File: config.mk
export PLATFORM = sky130hd
export DESIGN_NAME = pfbw_top
export DESIGN_NICKNAME = d
export VERILOG_FILES = /design/src/rtl/pfbw_pkg.sv /design/src/rtl/pfbw_format.sv /design/src/rtl/pfbw_geom.sv /design/src/rtl/pfbw_top.sv
export SDC_FILE = /design/constraint.sdc
export NUM_CORES = 2
export LEC_CHECK = 0
export ABC_AREA = 1
export BUFFER_PORTS_ARGS = -buffer_cell sky130_fd_sc_hd__buf_2
export CORE_MARGIN = 3
export CORE_UTILIZATION = 65
export CTS_CLUSTER_DIAMETER = 200
export DETAILED_ROUTE_END_ITERATION = 10
export PLACE_DENSITY = 0.83
export SETUP_SLACK_MARGIN = 0.3
export SYNTH_ARGS = -nofsm -noshare
export SYNTH_HDL_FRONTEND = slang
export SYNTH_SLANG_ARGS = --single-unit
File: constraint.sdc
create_clock -name ref_clk -period 141.6 [get_ports ref_clk]
set_input_delay 21.24 -clock ref_clk [delete_from_list [all_inputs] [get_ports ref_clk]]
set_output_delay 21.24 -clock ref_clk [all_outputs]
set_load 0.01 [all_outputs]
File: src/rtl/pfbw_pkg.sv
// Shared constants and types for the pixel format buffer writer
package pfbw_pkg;

  // ==========================================================
  // Register map
  localparam logic [7:0] PFBW_OFF_CTRL = 8'h00;
  localparam logic [7:0] PFBW_OFF_ROW_LEN = 8'h04;
  localparam logic [7:0] PFBW_OFF_ROW_STRIDE = 8'h08;
  localparam logic [7:0] PFBW_OFF_BUF_BASE = 8'h0C;
  localparam logic [7:0] PFBW_OFF_BUF_SIZE = 8'h10;
  localparam logic [7:0] PFBW_OFF_STATUS = 8'h14;
  localparam logic [7:0] PFBW_OFF_WR_PTR = 8'h18;

  // ==========================================================
  // Control field positions
  localparam int PFBW_CTRL_CFA_LSB = 0;
  localparam int PFBW_CTRL_ALIGN_LSB = 2;
  localparam int PFBW_CTRL_SWAP_BIT = 4;
  localparam int PFBW_CTRL_BOTTOM_BIT = 5;
  localparam int PFBW_CTRL_LSCAN_BIT = 6;
  localparam int PFBW_CTRL_WIDTH = 7;
  localparam int PFBW_STAT_DROP_BIT = 0;
  localparam int PFBW_STAT_BUSY_BIT = 1;
  localparam int PFBW_STAT_LINES_LSB = 8;

  // ==========================================================
  // Reset values
  localparam logic [6:0] PFBW_CTRL_RESET = 7'h00;
  localparam logic [31:0] PFBW_LEN_RESET = 32'h0000_0000;
  localparam logic [31:0] PFBW_STRIDE_RESET = 32'h0000_0000;
  localparam logic [31:0] PFBW_BASE_RESET = 32'h0000_0000;
  localparam logic [31:0] PFBW_SIZE_RESET = 32'h0000_0000;

  // ==========================================================
  // Modes and states
  typedef enum logic [1:0] {
    PFBW_CFA_OFF = 2'h0,
    PFBW_CFA_LEGACY = 2'h1,
    PFBW_CFA_ADVANCED = 2'h2
  } pfbw_cfa_type;

  typedef enum logic [1:0] {
    PFBW_ALIGN_LSB = 2'h0,
    PFBW_ALIGN_MSB = 2'h1,
    PFBW_ALIGN_NONE = 2'h2
  } pfbw_align_type;

  typedef enum logic [2:0] {
    PFBW_DEPTH_8 = 3'h0,
    PFBW_DEPTH_10 = 3'h1,
    PFBW_DEPTH_12 = 3'h2,
    PFBW_DEPTH_14 = 3'h3,
    PFBW_DEPTH_16 = 3'h4
  } pfbw_depth_type;

  typedef enum logic [2:0] {
    PFBW_ST_IDLE = 3'b001,
    PFBW_ST_FILL = 3'b010,
    PFBW_ST_DROP = 3'b100
  } pfbw_state_type;

endpackage

File: src/rtl/pfbw_format.sv
// Component alignment, swap and little-endian packing stage
module pfbw_format (
  input wire logic ref_clk,
  input wire logic reset,
  input wire logic [1:0] cfa_interp_select,
  input wire logic [1:0] component_align_mode,
  input wire logic outer_component_swap,
  input wire logic in_valid,
  input wire logic in_color,
  input wire logic in_cfa,
  input wire pfbw_pkg::pfbw_depth_type in_depth,
  input wire logic [47:0] in_data,
  input wire logic [2:0] in_nbytes,
  input wire logic in_sof,
  input wire logic in_eol,
  input wire logic in_eof,
  output logic out_valid,
  output logic [47:0] out_data,
  output logic [2:0] out_nbytes,
  output logic out_sof,
  output logic out_eol,
  output logic out_eof
);
  import pfbw_pkg::*;

  // ==========================================================
  // Alignment
  function automatic logic [15:0] align_comp(
    input logic [15:0] c,
    input pfbw_depth_type d,
    input logic msb
  );
    logic [15:0] r;
    r = c;
    case (d)
      PFBW_DEPTH_8: r = {8'h00, c[7:0]};
      PFBW_DEPTH_10: r = msb ? {c[9:0], 6'h00} : {6'h00, c[9:0]};
      PFBW_DEPTH_12: r = msb ? {c[11:0], 4'h0} : {4'h0, c[11:0]};
      PFBW_DEPTH_14: r = msb ? {c[13:0], 2'h0} : {2'h0, c[13:0]};
      default: r = c;
    endcase
    return r;
  endfunction

  wire logic cfa_on = (cfa_interp_select == PFBW_CFA_LEGACY) ||
    (cfa_interp_select == PFBW_CFA_ADVANCED);
  wire logic three = in_color | (in_cfa & cfa_on);
  // Colour data cannot stay packed, so it falls back to low alignment
  wire logic raw = (component_align_mode == PFBW_ALIGN_NONE) &&
    !in_color && !cfa_on;
  wire logic msb = (component_align_mode == PFBW_ALIGN_MSB) &&
    !cfa_on;
  wire logic swap = outer_component_swap & three;
  wire logic wide = (in_depth != PFBW_DEPTH_8);
  wire logic [15:0] c0 = align_comp(in_data[15:0], in_depth, msb);
  wire logic [15:0] c1 = align_comp(in_data[31:16], in_depth, msb);
  wire logic [15:0] c2 = align_comp(in_data[47:32], in_depth, msb);
  wire logic [15:0] s0 = swap ? c2 : c0;
  wire logic [15:0] s2 = swap ? c0 : c2;
  // Low byte in the lowest lane gives little-endian memory order
  wire logic [47:0] pk16 = three ? {s2, c1, s0} : {32'h0, c0};
  wire logic [47:0] pk8 = three ?
    {24'h0, s2[7:0], c1[7:0], s0[7:0]} : {40'h0, c0[7:0]};
  wire logic [2:0] nb_cooked = three ? (wide ? 3'h6 : 3'h3) :
    (wide ? 3'h2 : 3'h1);

  // ==========================================================
  // Output stage
  always_ff @(posedge ref_clk or posedge reset)
  begin
    if (reset)
    begin
      out_valid <= 1'b0;
      out_data <= 48'h0;
      out_nbytes <= 3'h0;
      out_sof <= 1'b0;
      out_eol <= 1'b0;
      out_eof <= 1'b0;
    end
    else
    begin
      out_valid <= in_valid;
      out_data <= raw ? in_data : (wide ? pk16 : pk8);
      out_nbytes <= raw ? in_nbytes : nb_cooked;
      out_sof <= in_valid & in_sof;
      out_eol <= in_valid & in_eol;
      out_eof <= in_valid & in_eof;
    end
  end
endmodule

File: src/rtl/pfbw_geom.sv
// Whole-line capacity of a buffer and the bottom-up start offset
module pfbw_geom (
  input wire logic [31:0] buf_size,
  input wire logic [31:0] row_len,
  input wire logic [31:0] row_pitch,
  output logic [31:0] line_fit,
  output logic [31:0] bottom_off
);
  import pfbw_pkg::*;

  // ==========================================================
  // Capacity
  wire logic [32:0] num_w = {1'b0, buf_size} + {1'b0, row_pitch};
  wire logic under = (num_w < {1'b0, row_len}) || (row_pitch == 32'h0);
  wire logic [32:0] num = num_w - {1'b0, row_len};
  // Combinational divide; settings only change with no buffers owned
  wire logic [32:0] quo = under ? 33'h0 : num / {1'b0, row_pitch};
  wire logic [63:0] prod = {31'h0, quo} * {32'h0, row_pitch};

  assign line_fit = quo[31:0];
  assign bottom_off = (quo == 33'h0) ? 32'h0 :
    prod[31:0] - row_pitch;
endmodule

File: src/rtl/pfbw_top.sv
// Pixel format buffer writer: registers, formatting and DMA addressing
module pfbw_top (
  input wire logic ref_clk,
  input wire logic reset,
  input wire logic [7:0] reg_addr,
  input wire logic [31:0] reg_wdata,
  input wire logic reg_wr,
  input wire logic reg_rd,
  output logic [31:0] reg_rdata,
  input wire logic in_valid,
  input wire logic in_color,
  input wire logic in_cfa,
  input wire pfbw_pkg::pfbw_depth_type in_depth,
  input wire logic [47:0] in_data,
  input wire logic [2:0] in_nbytes,
  input wire logic in_sof,
  input wire logic in_eol,
  input wire logic in_eof,
  output logic dma_wr_valid,
  output logic [31:0] dma_wr_addr,
  output logic [47:0] dma_wr_data,
  output logic [2:0] dma_wr_nbytes,
  output logic buf_done,
  output logic [31:0] buf_done_base
);
  import pfbw_pkg::*;

  // ==========================================================
  // Register storage
  logic [6:0] ctrl_q;
  logic [31:0] len_q;
  logic [31:0] stride_q;
  logic [31:0] base_q;
  logic [31:0] size_q;
  logic drop_q;
  logic [23:0] lines_q;

  // ==========================================================
  // Engine state
  pfbw_state_type state_q;
  pfbw_state_type state_d;
  logic [31:0] cur_base_q;
  logic [31:0] line_off_q;
  logic [31:0] left_q;
  logic [31:0] col_q;
  logic line_ok_q;

  // ==========================================================
  // Control decode
  wire logic [1:0] cfa_interp_select =
    ctrl_q[PFBW_CTRL_CFA_LSB +: 2];
  wire logic [1:0] component_align_mode =
    ctrl_q[PFBW_CTRL_ALIGN_LSB +: 2];
  wire logic outer_component_swap = ctrl_q[PFBW_CTRL_SWAP_BIT];
  wire logic bottom_up_order = ctrl_q[PFBW_CTRL_BOTTOM_BIT];
  wire logic line_scan = ctrl_q[PFBW_CTRL_LSCAN_BIT];
  wire logic [31:0] row_pitch =
    (stride_q == 32'h0) ? len_q : stride_q;

  // ==========================================================
  // Formatter
  logic f_valid;
  logic [47:0] f_data;
  logic [2:0] f_nb;
  logic f_sof;
  logic f_eol;
  logic f_eof;

  pfbw_format u_format (
    .ref_clk(ref_clk),
    .reset(reset),
    .cfa_interp_select(cfa_interp_select),
    .component_align_mode(component_align_mode),
    .outer_component_swap(outer_component_swap),
    .in_valid(in_valid),
    .in_color(in_color),
    .in_cfa(in_cfa),
    .in_depth(in_depth),
    .in_data(in_data),
    .in_nbytes(in_nbytes),
    .in_sof(in_sof),
    .in_eol(in_eol),
    .in_eof(in_eof),
    .out_valid(f_valid),
    .out_data(f_data),
    .out_nbytes(f_nb),
    .out_sof(f_sof),
    .out_eol(f_eol),
    .out_eof(f_eof)
  );

  // ==========================================================
  // Buffer geometry
  logic [31:0] line_fit;
  logic [31:0] bottom_off;

  pfbw_geom u_geom (
    .buf_size(size_q),
    .row_len(len_q),
    .row_pitch(row_pitch),
    .line_fit(line_fit),
    .bottom_off(bottom_off)
  );

  // ==========================================================
  // Beat placement
  wire logic idle = (state_q == PFBW_ST_IDLE);
  wire logic dropping = (state_q == PFBW_ST_DROP);
  wire logic at_line = f_sof | (col_q == 32'h0);
  // A line that cannot fit closes the buffer in line-scan mode
  wire logic reopen = f_valid & line_scan & !f_sof & !idle &
    at_line & (left_q == 32'h0);
  wire logic open_now = f_valid & (f_sof | reopen);
  wire logic [31:0] start_off =
    bottom_up_order ? bottom_off : 32'h0;
  wire logic [31:0] eff_off = open_now ? start_off : line_off_q;
  wire logic [31:0] eff_left = open_now ? line_fit : left_q;
  wire logic [31:0] eff_col = at_line ? 32'h0 : col_q;
  wire logic [31:0] eff_base = open_now ? base_q : cur_base_q;
  wire logic [31:0] end_byte = eff_off + eff_col + {29'h0, f_nb};
  // Top-down area frames may keep a partial last line
  wire logic byte_fit = !line_scan & !bottom_up_order &
    (end_byte <= size_q);
  wire logic line_fits = at_line ? (eff_left != 32'h0) : line_ok_q;
  wire logic beat_ok = (line_fits | byte_fit) &
    !(dropping & !f_sof);
  wire logic live = f_valid & (!idle | f_sof);
  wire logic do_write = live & beat_ok;
  wire logic [31:0] next_off = bottom_up_order ?
    eff_off - row_pitch : eff_off + row_pitch;
  wire logic [31:0] next_left =
    (eff_left == 32'h0) ? 32'h0 : eff_left - 32'h1;
  wire logic [31:0] next_col = eff_col + {29'h0, f_nb};
  wire logic close_now = live & (f_eof | reopen |
    (f_sof & !idle));
  wire logic [31:0] close_base = (f_eof & !reopen) ?
    eff_base : cur_base_q;

  // ==========================================================
  // Engine state machine
  always_comb
  begin
    state_d = state_q;
    case (state_q)
      PFBW_ST_IDLE:
      begin
        if (f_valid & f_sof & !f_eof)
        begin
          state_d = beat_ok ? PFBW_ST_FILL : PFBW_ST_DROP;
        end
      end
      PFBW_ST_FILL:
      begin
        if (f_valid & f_eof)
        begin
          state_d = PFBW_ST_IDLE;
        end
        else if (f_valid & !beat_ok & !line_scan)
        begin
          state_d = PFBW_ST_DROP;
        end
      end
      PFBW_ST_DROP:
      begin
        if (f_valid & f_eof)
        begin
          state_d = PFBW_ST_IDLE;
        end
        else if (f_valid & f_sof & beat_ok)
        begin
          state_d = PFBW_ST_FILL;
        end
      end
      default: state_d = PFBW_ST_IDLE;
    endcase
  end

  always_ff @(posedge ref_clk or posedge reset)
  begin
    if (reset)
    begin
      state_q <= PFBW_ST_IDLE;
      cur_base_q <= 32'h0;
      line_off_q <= 32'h0;
      left_q <= 32'h0;
      col_q <= 32'h0;
      line_ok_q <= 1'b0;
    end
    else
    begin
      state_q <= state_d;
      if (live)
      begin
        cur_base_q <= eff_base;
        line_ok_q <= line_fits;
        col_q <= f_eol ? 32'h0 : next_col;
        line_off_q <= f_eol ? next_off : eff_off;
        left_q <= f_eol ? next_left : eff_left;
      end
    end
  end

  // ==========================================================
  // DMA write and release outputs
  always_ff @(posedge ref_clk or posedge reset)
  begin
    if (reset)
    begin
      dma_wr_valid <= 1'b0;
      dma_wr_addr <= 32'h0;
      dma_wr_data <= 48'h0;
      dma_wr_nbytes <= 3'h0;
      buf_done <= 1'b0;
      buf_done_base <= 32'h0;
    end
    else
    begin
      dma_wr_valid <= do_write;
      dma_wr_addr <= eff_base + eff_off + eff_col;
      dma_wr_data <= f_data;
      dma_wr_nbytes <= f_nb;
      buf_done <= close_now;
      buf_done_base <= close_base;
    end
  end

  // ==========================================================
  // Register writes
  wire logic wr_ctrl = reg_wr & (reg_addr == PFBW_OFF_CTRL);
  wire logic wr_len = reg_wr & (reg_addr == PFBW_OFF_ROW_LEN);
  wire logic wr_stride = reg_wr & (reg_addr == PFBW_OFF_ROW_STRIDE);
  wire logic wr_base = reg_wr & (reg_addr == PFBW_OFF_BUF_BASE);
  wire logic wr_size = reg_wr & (reg_addr == PFBW_OFF_BUF_SIZE);
  wire logic wr_stat = reg_wr & (reg_addr == PFBW_OFF_STATUS);
  wire logic drop_evt = f_valid & live & !beat_ok;
  wire logic line_evt = do_write & f_eol;

  always_ff @(posedge ref_clk or posedge reset)
  begin
    if (reset)
    begin
      ctrl_q <= PFBW_CTRL_RESET;
      len_q <= PFBW_LEN_RESET;
      stride_q <= PFBW_STRIDE_RESET;
      base_q <= PFBW_BASE_RESET;
      size_q <= PFBW_SIZE_RESET;
      drop_q <= 1'b0;
      lines_q <= 24'h0;
    end
    else
    begin
      if (wr_ctrl)
      begin
        ctrl_q <= reg_wdata[PFBW_CTRL_WIDTH-1:0];
      end
      // Geometry is only safe to change while no buffer is owned
      if (wr_len)
      begin
        len_q <= reg_wdata;
      end
      if (wr_stride)
      begin
        stride_q <= reg_wdata;
      end
      if (wr_base)
      begin
        base_q <= reg_wdata;
      end
      if (wr_size)
      begin
        size_q <= reg_wdata;
      end
      // A new drop in the clearing cycle keeps the flag set
      if (drop_evt)
      begin
        drop_q <= 1'b1;
      end
      else if (wr_stat & reg_wdata[PFBW_STAT_DROP_BIT])
      begin
        drop_q <= 1'b0;
      end
      if (line_evt)
      begin
        lines_q <= lines_q + 24'h1;
      end
    end
  end

  // ==========================================================
  // Register reads
  wire logic [31:0] stat_word = {lines_q, 6'h00, !idle, drop_q};
  wire logic [31:0] wr_ptr = cur_base_q + line_off_q + col_q;
  wire logic [31:0] rd_mux =
    (reg_addr == PFBW_OFF_CTRL) ? {25'h0, ctrl_q} :
    (reg_addr == PFBW_OFF_ROW_LEN) ? len_q :
    (reg_addr == PFBW_OFF_ROW_STRIDE) ? stride_q :
    (reg_addr == PFBW_OFF_BUF_BASE) ? base_q :
    (reg_addr == PFBW_OFF_BUF_SIZE) ? size_q :
    (reg_addr == PFBW_OFF_STATUS) ? stat_word :
    (reg_addr == PFBW_OFF_WR_PTR) ? wr_ptr : 32'h0;

  always_ff @(posedge ref_clk or posedge reset)
  begin
    if (reset)
    begin
      reg_rdata <= 32'h0;
    end
    else
    begin
      reg_rdata <= reg_rd ? rd_mux : 32'h0;
    end
  end
endmodule

# Word level (Yosys, flattened, before mapping)
# Cells that the tools add are included.
[totals]
ff_bits = 496
word_cells = 187
mem_bits_ro = 0
out_inout_bits = 149
latch_bits = 0
mem_bits_rw = 0
mem_count = 0
[classes]
shifts = 0
bitwise_logic = 43
n_mul = 1
n_mux = 54
eq_ne = 19
n_reduce_logical = 27
order_cmp = 2
addsub = 14
n_div = 1
[op_table]
columns = ["operator", "n"]
rows = [
  ["two-way mux 32 bit", 21],
  ["adder 32 bit", 6],
  ["one-hot mux 16 bit (4 select lines)", 3],
  ["two-way mux 16 bit", 11],
  ["logical NOT 32 bit", 5],
  ["two-way mux 48 bit", 3],
  ["adder 32 x 3 -> 32 bit", 2],
  ["subtractor 32 bit", 2],
  ["bitwise AND 1 bit", 36],
  ["adder 32 x 32 -> 33 bit", 1],
  ["divider 33 x 32 -> 33 bit", 1],
  ["logical NOT 33 bit", 1],
  ["< comparator 33 x 32 -> 1 bit", 1],
  ["multiplier 33 x 32 -> 32 bit", 1],
  ["two-way mux 33 bit", 1],
  ["subtractor 33 x 32 -> 33 bit", 1],
  ["less-or-equal comparator 32 bit", 1],
  ["nonzero test 32 bit", 1],
  ["subtractor 32 x 1 -> 32 bit, second input constant", 1],
  ["two-way mux 3 bit", 9],
  ["adder 24 x 1 -> 24 bit, second input constant", 1],
  ["== test 8 x 5 -> 1 bit, second input constant", 3],
  ["two-way mux 24 bit", 1],
  ["== test 8 x 4 -> 1 bit, second input constant", 2],
  ["21 further kinds", 46],
]

# Logic depth before layout (Yosys ltp)
[logic_depth]
word_depth = 23
ltp_mapped = 830
depth_no_buf = 800

# Modules after synthesis
# Synthesis repeated with hierarchy kept, for this count alone.
[hier_totals]
hier_cells = 12488
hier_area_um2 = 84473.5
[by_module_without_submodules]
columns = ["module", "seq_area_each_um2", "cells_each", "n_inst", "area_per_inst_um2"]
rows = [
  ["pfbw_geom", 0.0, 7850, 1, 50144.3],
  ["pfbw_top", 11036.8, 3953, 1, 30096.4],
  ["pfbw_format", 1376.3, 685, 1, 4232.8],
]

# Least setup slack after synthesis
# No wires, ideal clock.
[synth_path]
kind = "register -> register"
from = "register stride_q[4]"
to = "register lines_q[22]"
path_stages_with_launch = 802
n_path_buf = 36
t_arrival_ns = 100.343
setup_ns = 0.123
period_less_slack_ns = 100.466
setup_slack_ns = 41.134
t_required_ns = 141.477
cell_sequence = "dfrtp_1 nor2_1 nand2_1 nor2_2 nand2_4 nor2_8 buf_12 buf_12 buf_8 a21oi_4 clkinv_1 clkbuf_1 ha_1 nand2_1 o21ai_0 nand3_1 nand2_1 nand3_1 (+766 left out) inv_1 ha_1 nand4_1 nor3_1 inv_1 nor4_1 a22oi_1 o21ai_2 o21ai_2 nor3_4 nand2_2 nor2_1 nand2_1 nor4_2 nand2_1 nor2_1 nand3_1 xor2_1"
[synth_via]
elab_chain_len = 19
elab_cells_between_ends = 26
classes_between = "add/sub (5); mul (1); div (1); order compare (2); mux (7); bitwise (5); reduce/logical (5)"
[synth_lines]
columns = ["item", "line_no", "rtl"]
rows = [
  ["from (decl)", "pfbw_top.sv:32", "logic [31:0] stride_q;"],
  ["from (signal assigned)", "pfbw_top.sv:263", "stride_q <= reg_wdata;"],
  ["logical NOT 32 bit", "pfbw_top.sv:58", "(stride_q == 32'h0) ? len_q : stride_q;"],
  ["two-way mux 32 bit (*)", "pfbw_top.sv:58", ""],
  ["adder 32 x 32 -> 33 bit", "pfbw_geom.sv:13", "wire logic [32:0] num_w = {1'b0, buf_size} + {1'b0, row_pitch};"],
  ["subtractor 33 x 32 -> 33 bit / < comparator 33 x 32 -> 1 bit (equally long branches)", "pfbw_geom.sv:15, pfbw_geom.sv:14", ""],
  ["divider 33 x 32 -> 33 bit / logical OR 1 bit (equally long branches)", "pfbw_geom.sv:17, pfbw_geom.sv:14", ""],
  ["two-way mux 33 bit", "pfbw_geom.sv:17", "wire logic [32:0] quo = under ? 33'h0 : num / {1'b0, row_pitch};"],
  ["multiplier 33 x 32 -> 32 bit", "pfbw_geom.sv:18", "wire logic [63:0] prod = {31'h0, quo} * {32'h0, row_pitch};"],
  ["subtractor 32 bit", "pfbw_geom.sv:22", "prod[31:0] - row_pitch;"],
  ["(+3 left out)", "-", ""],
  ["adder 32 bit", "pfbw_top.sv:120", "wire logic [31:0] end_byte = eff_off + eff_col + {29'h0, f_nb};"],
  ["adder 32 x 3 -> 32 bit", "pfbw_top.sv:120", ""],
  ["less-or-equal comparator 32 bit", "pfbw_top.sv:123", "(end_byte <= size_q);"],
  ["bitwise AND 1 bit", "pfbw_top.sv:122", "wire logic byte_fit = !line_scan & !bottom_up_order &"],
  ["OR 1 bit (*)", "pfbw_top.sv:125", "wire logic beat_ok = (line_fits | byte_fit) &"],
  ["bitwise AND 1 bit (*)", "pfbw_top.sv:125", ""],
  ["bitwise AND 1 bit (*)", "pfbw_top.sv:128", "wire logic do_write = live & beat_ok;"],
  ["bitwise AND 1 bit (*)", "pfbw_top.sv:236", "wire logic line_evt = do_write & f_eol;"],
  ["to (signal assigned)", "pfbw_top.sv:284", "lines_q <= lines_q + 24'h1;"],
  ["to (decl)", "pfbw_top.sv:36", "logic [23:0] lines_q;"],
]
# Every way passes the cells marked *; elsewhere a longest branch is shown, timed or not.
# A chain may end at the register's enable or synchronous reset.

==> qor.txt <==
FINAL LAYOUT
------------------------------------------------------------------------------------
P&R area growth vs syn                                                        5.624%
Layout cells sized above 1                                                   0.09373
Most common cell after layout, fill and taps aside                           nand2_1
Final Instance Area                                                       84430 um^2
Final Instance Count excl. Fillers                                             12930
Top library cells by usage in the layout, fill and taps aside           nand2_1, inv_1, nor2_1
Filler cell count in the final layout                                          10280
Post-layout net count                                                          12780

YOSYS
------------------------------------------------------------------------------------
Avg Inst Size Synth                                                       7.199 um^2
Synth Area in Adders                                                          0.2724
Post-synthesis sequential element count                                          496
Largest family of logic cells by synthesized area                        adder cells
Simple logic cell fraction of the synthesized area                            0.2131
Parity-gate share of the synthesized area counting xor and xnor cells        0.07254
Post-Syn Instances                                                             11100
Post-synthesis compound-gate area fraction                                    0.1708
Largest cells by area after synthesis                                   dfrtp_1, ha_1, fa_1, nand2_1, inv_1
Number of enable flip-flop cells after synthesis                                   0
Sequential share of the synthesized area                                      0.1553
Netlist area before placement                                             79930 um^2
Top_reg_cell synth                                                           dfrtp_1
Post-synth top area share                                                     0.1550
Total number of yosys warnings                                                     0
Largest area contributor in the synthesized netlist                          dfrtp_1
Async set-or-reset flop fraction in the synthesized netlist                    1.000
Share of cell area taken by muxes after synthesis                           0.001424
Post-synth cell types                                                             97

FLOORPLANNING
------------------------------------------------------------------------------------
Area of the core                                                         121900 um^2
Effective utilization at floorplan                                            0.6559
Die W                                                                       356.7 um
Floorplan die height                                                        356.7 um
Die outline area                                                         127200 um^2
I/O pin total                                                                    253
Rows                                                                             128

GRT
------------------------------------------------------------------------------------
Via count of the first global-routing pass                                     77430
Wire length of the first global-routing pass                                452.3 mm
Initial antenna violation count                                                   35
Largest net degree at the start of global routing                                171
Gr ovfl total                                                                      0
Combined global-route utilization of all metal layers                         0.4644

PLACE
------------------------------------------------------------------------------------
Detailed Place HPWL                                                         235.1 mm
Dpl cell area                                                             82540 um^2
Port Buf Inserts                                                                 252
Placed cell count                                                              12810
RD Place Congestion                                                            1.118

ROUTE
------------------------------------------------------------------------------------
Number of vias per cell after detailed routing                                 6.226
Drt wl/cell                                                                 23.39 um
Number of design rule violations left after detail routing                         0
First drt pass iteration count                                                     9
Final Routed Wirelength                                                     302.4 mm
Via Count                                                                      80500
Iteration-0 DRC Markers                                                         9557
Antenna violation net count after detailed routing                                 0

STA
------------------------------------------------------------------------------------
Worst Tran Pin Value                                                        1.323 ns
Maximum frequency from static timing analysis                           0.008195 GHz
Unrepaired setup endpoints after global routing                                false
Final Hold Viols                                                                   0
Clk_skew                                                                  0.05908 ns
Number of max-slew violations in the final report                                  0
Min cycle time layout                                                      122.02 ns
Part of the cycle the worst path needs                                        0.8617
Remaining max-slew budget at the tightest pin                                 0.1115
Final setup violation count                                                        0
Sum of negative setup slack                                                     0 ns
Worst Hold Margin                                                          0.3470 ns

CTS
------------------------------------------------------------------------------------
Clock buffers created by TritonCTS                                                53
Maximum level of the CTS H-tree                                                    2
Buffer cell driving the clock tree root                                    clkbuf_16
Clock-pin slew on the worst setup and hold paths                             0.07 ns
Count of instances resized after the clock tree is built                           0
Number of buffers added to fix hold violations after cts                           0
Post-CTS Setup Repair Bufs                                                         0
Longest Clk Path Bufs                                                              3
Worst skew pair latency                                                      0.68 ns
Clock tree from TritonCTS                                                      built
TritonCTS sink count                                                             496

WORST SETUP PATH
------------------------------------------------------------------------------------
Capturing element type of the critical path                                     flop
Critical Path Max Stage Delay                                                0.79 ns
Critical path class                                                     flop to flop
Slowest cell on the critical path                                             a21o_2
Top Family by Delay on Critical Path                                    compound AO/OA/AOI/OAI gates
Startpoint Class                                                                flop
Max Fanout on Critical Path                                                       45
Critical path required time                                                142.16 ns
Critical path data arrival time                                            122.58 ns
Number of buffers and inverters on the critical path                             148
CP dominant cell by count                                                    nand2_1

STATUS
------------------------------------------------------------------------------------
Run status                                                              finished clean

RUN
------------------------------------------------------------------------------------
Max_cap viols                                                                      0

WORST HOLD PATH
------------------------------------------------------------------------------------
Min-delay worst type                                                    flop to flop

## stage by stage
step	worst slack, ns	util
global route	7.312	0.6922
detailed placement	22.60	0.6773
global placement	27.44	0.6773
floorplan	41.13	-
CTS	22.01	0.6922
finish	19.58	0.6927
## cell type report
| type | instances | area [um^2] | area share |
|---|---|---|---|
| inverter | 1959 | 7378 | 0.08739 |
| clock inverter | 26 | 367.9 | 0.004357 |
| tap | 1625 | 2033 | 0.02408 |
| multi-input combinational | 8351 | 58500 | 0.6929 |
| sequential | 496 | 12410 | 0.1470 |
| antenna | 28 | 70.07 | 0.0008299 |
| timing repair buffer | 378 | 2220 | 0.02629 |
| clock buffer | 67 | 1449 | 0.01716 |
## sequential cells by signal (all words and copies together), names as in the netlist, 3 cells and up
signal	cells
line_off_q	32
dma_wr_data	48
dma_wr_addr	32
u_format.out_nbytes	3
stride_q	32
state_q	3
u_format.out_data	48
reg_rdata	32
ctrl_q	7
size_q	32
len_q	32
buf_done_base	32
base_q	32
lines_q	24
dma_wr_nbytes	3
cur_base_q	32
left_q	32
col_q	32
## kinds of logic after synthesis
group                      Yosys count
and+or+nand+nor                   3915
xor gates and xnor gates           662
DFF                                496
AOI/OAI and AO/OA                 2321
buffers and inverters             2260
muxes                               11
adders and majority gates         1438
other                                1
## final timing paths
path | startpoint | endpoint | slack [ns] | cells after the start
worst max-delay path | stride_q[31] | lines_q[22] | 19.58 | 907
worst min-delay path | u_format.out_data[29] | dma_wr_data[29] | 0.35 | 0
worst max register to register | stride_q[31] | lines_q[22] | 19.58 | 770
worst min register to register | u_format.out_data[29] | dma_wr_data[29] | 0.35 | 0
max in group asynchronous | reset | len_q[22] | 118.67 | 4
min in group asynchronous | reset | dma_wr_addr[5] | 20.75 | 2
## Yosys cell counts, drive strengths merged (35+ instances only)
cell type	n
nand3	303
o21ai	921
a211oi	46
o21bai	51
o22ai	73
clkbuf	222
nor4	46
o211ai	53
a31oi	57
nand4	93
nand2	2183
nor2	1053
xnor2	233
fa	504
a21o	59
a221oi	35
dfrtp	495
xor2	429
buf	77
inv	1933
ha	934
or2	108
o221ai	40
a21oi	871
nor3	93
## per-layer routing
layer  global-route usage  vias up  wire length [um]
li1                     -    36220                 -
met1               0.5795    37640            110600
met2               0.6918     5253            126800
met3               0.1463     1360             40890
met4               0.3051       18             23980
met5                    0        -               180
Power is left out: the tool's default activity adds up to more than one toggle a clock period on the data nets, which glitch-free logic cannot reach.
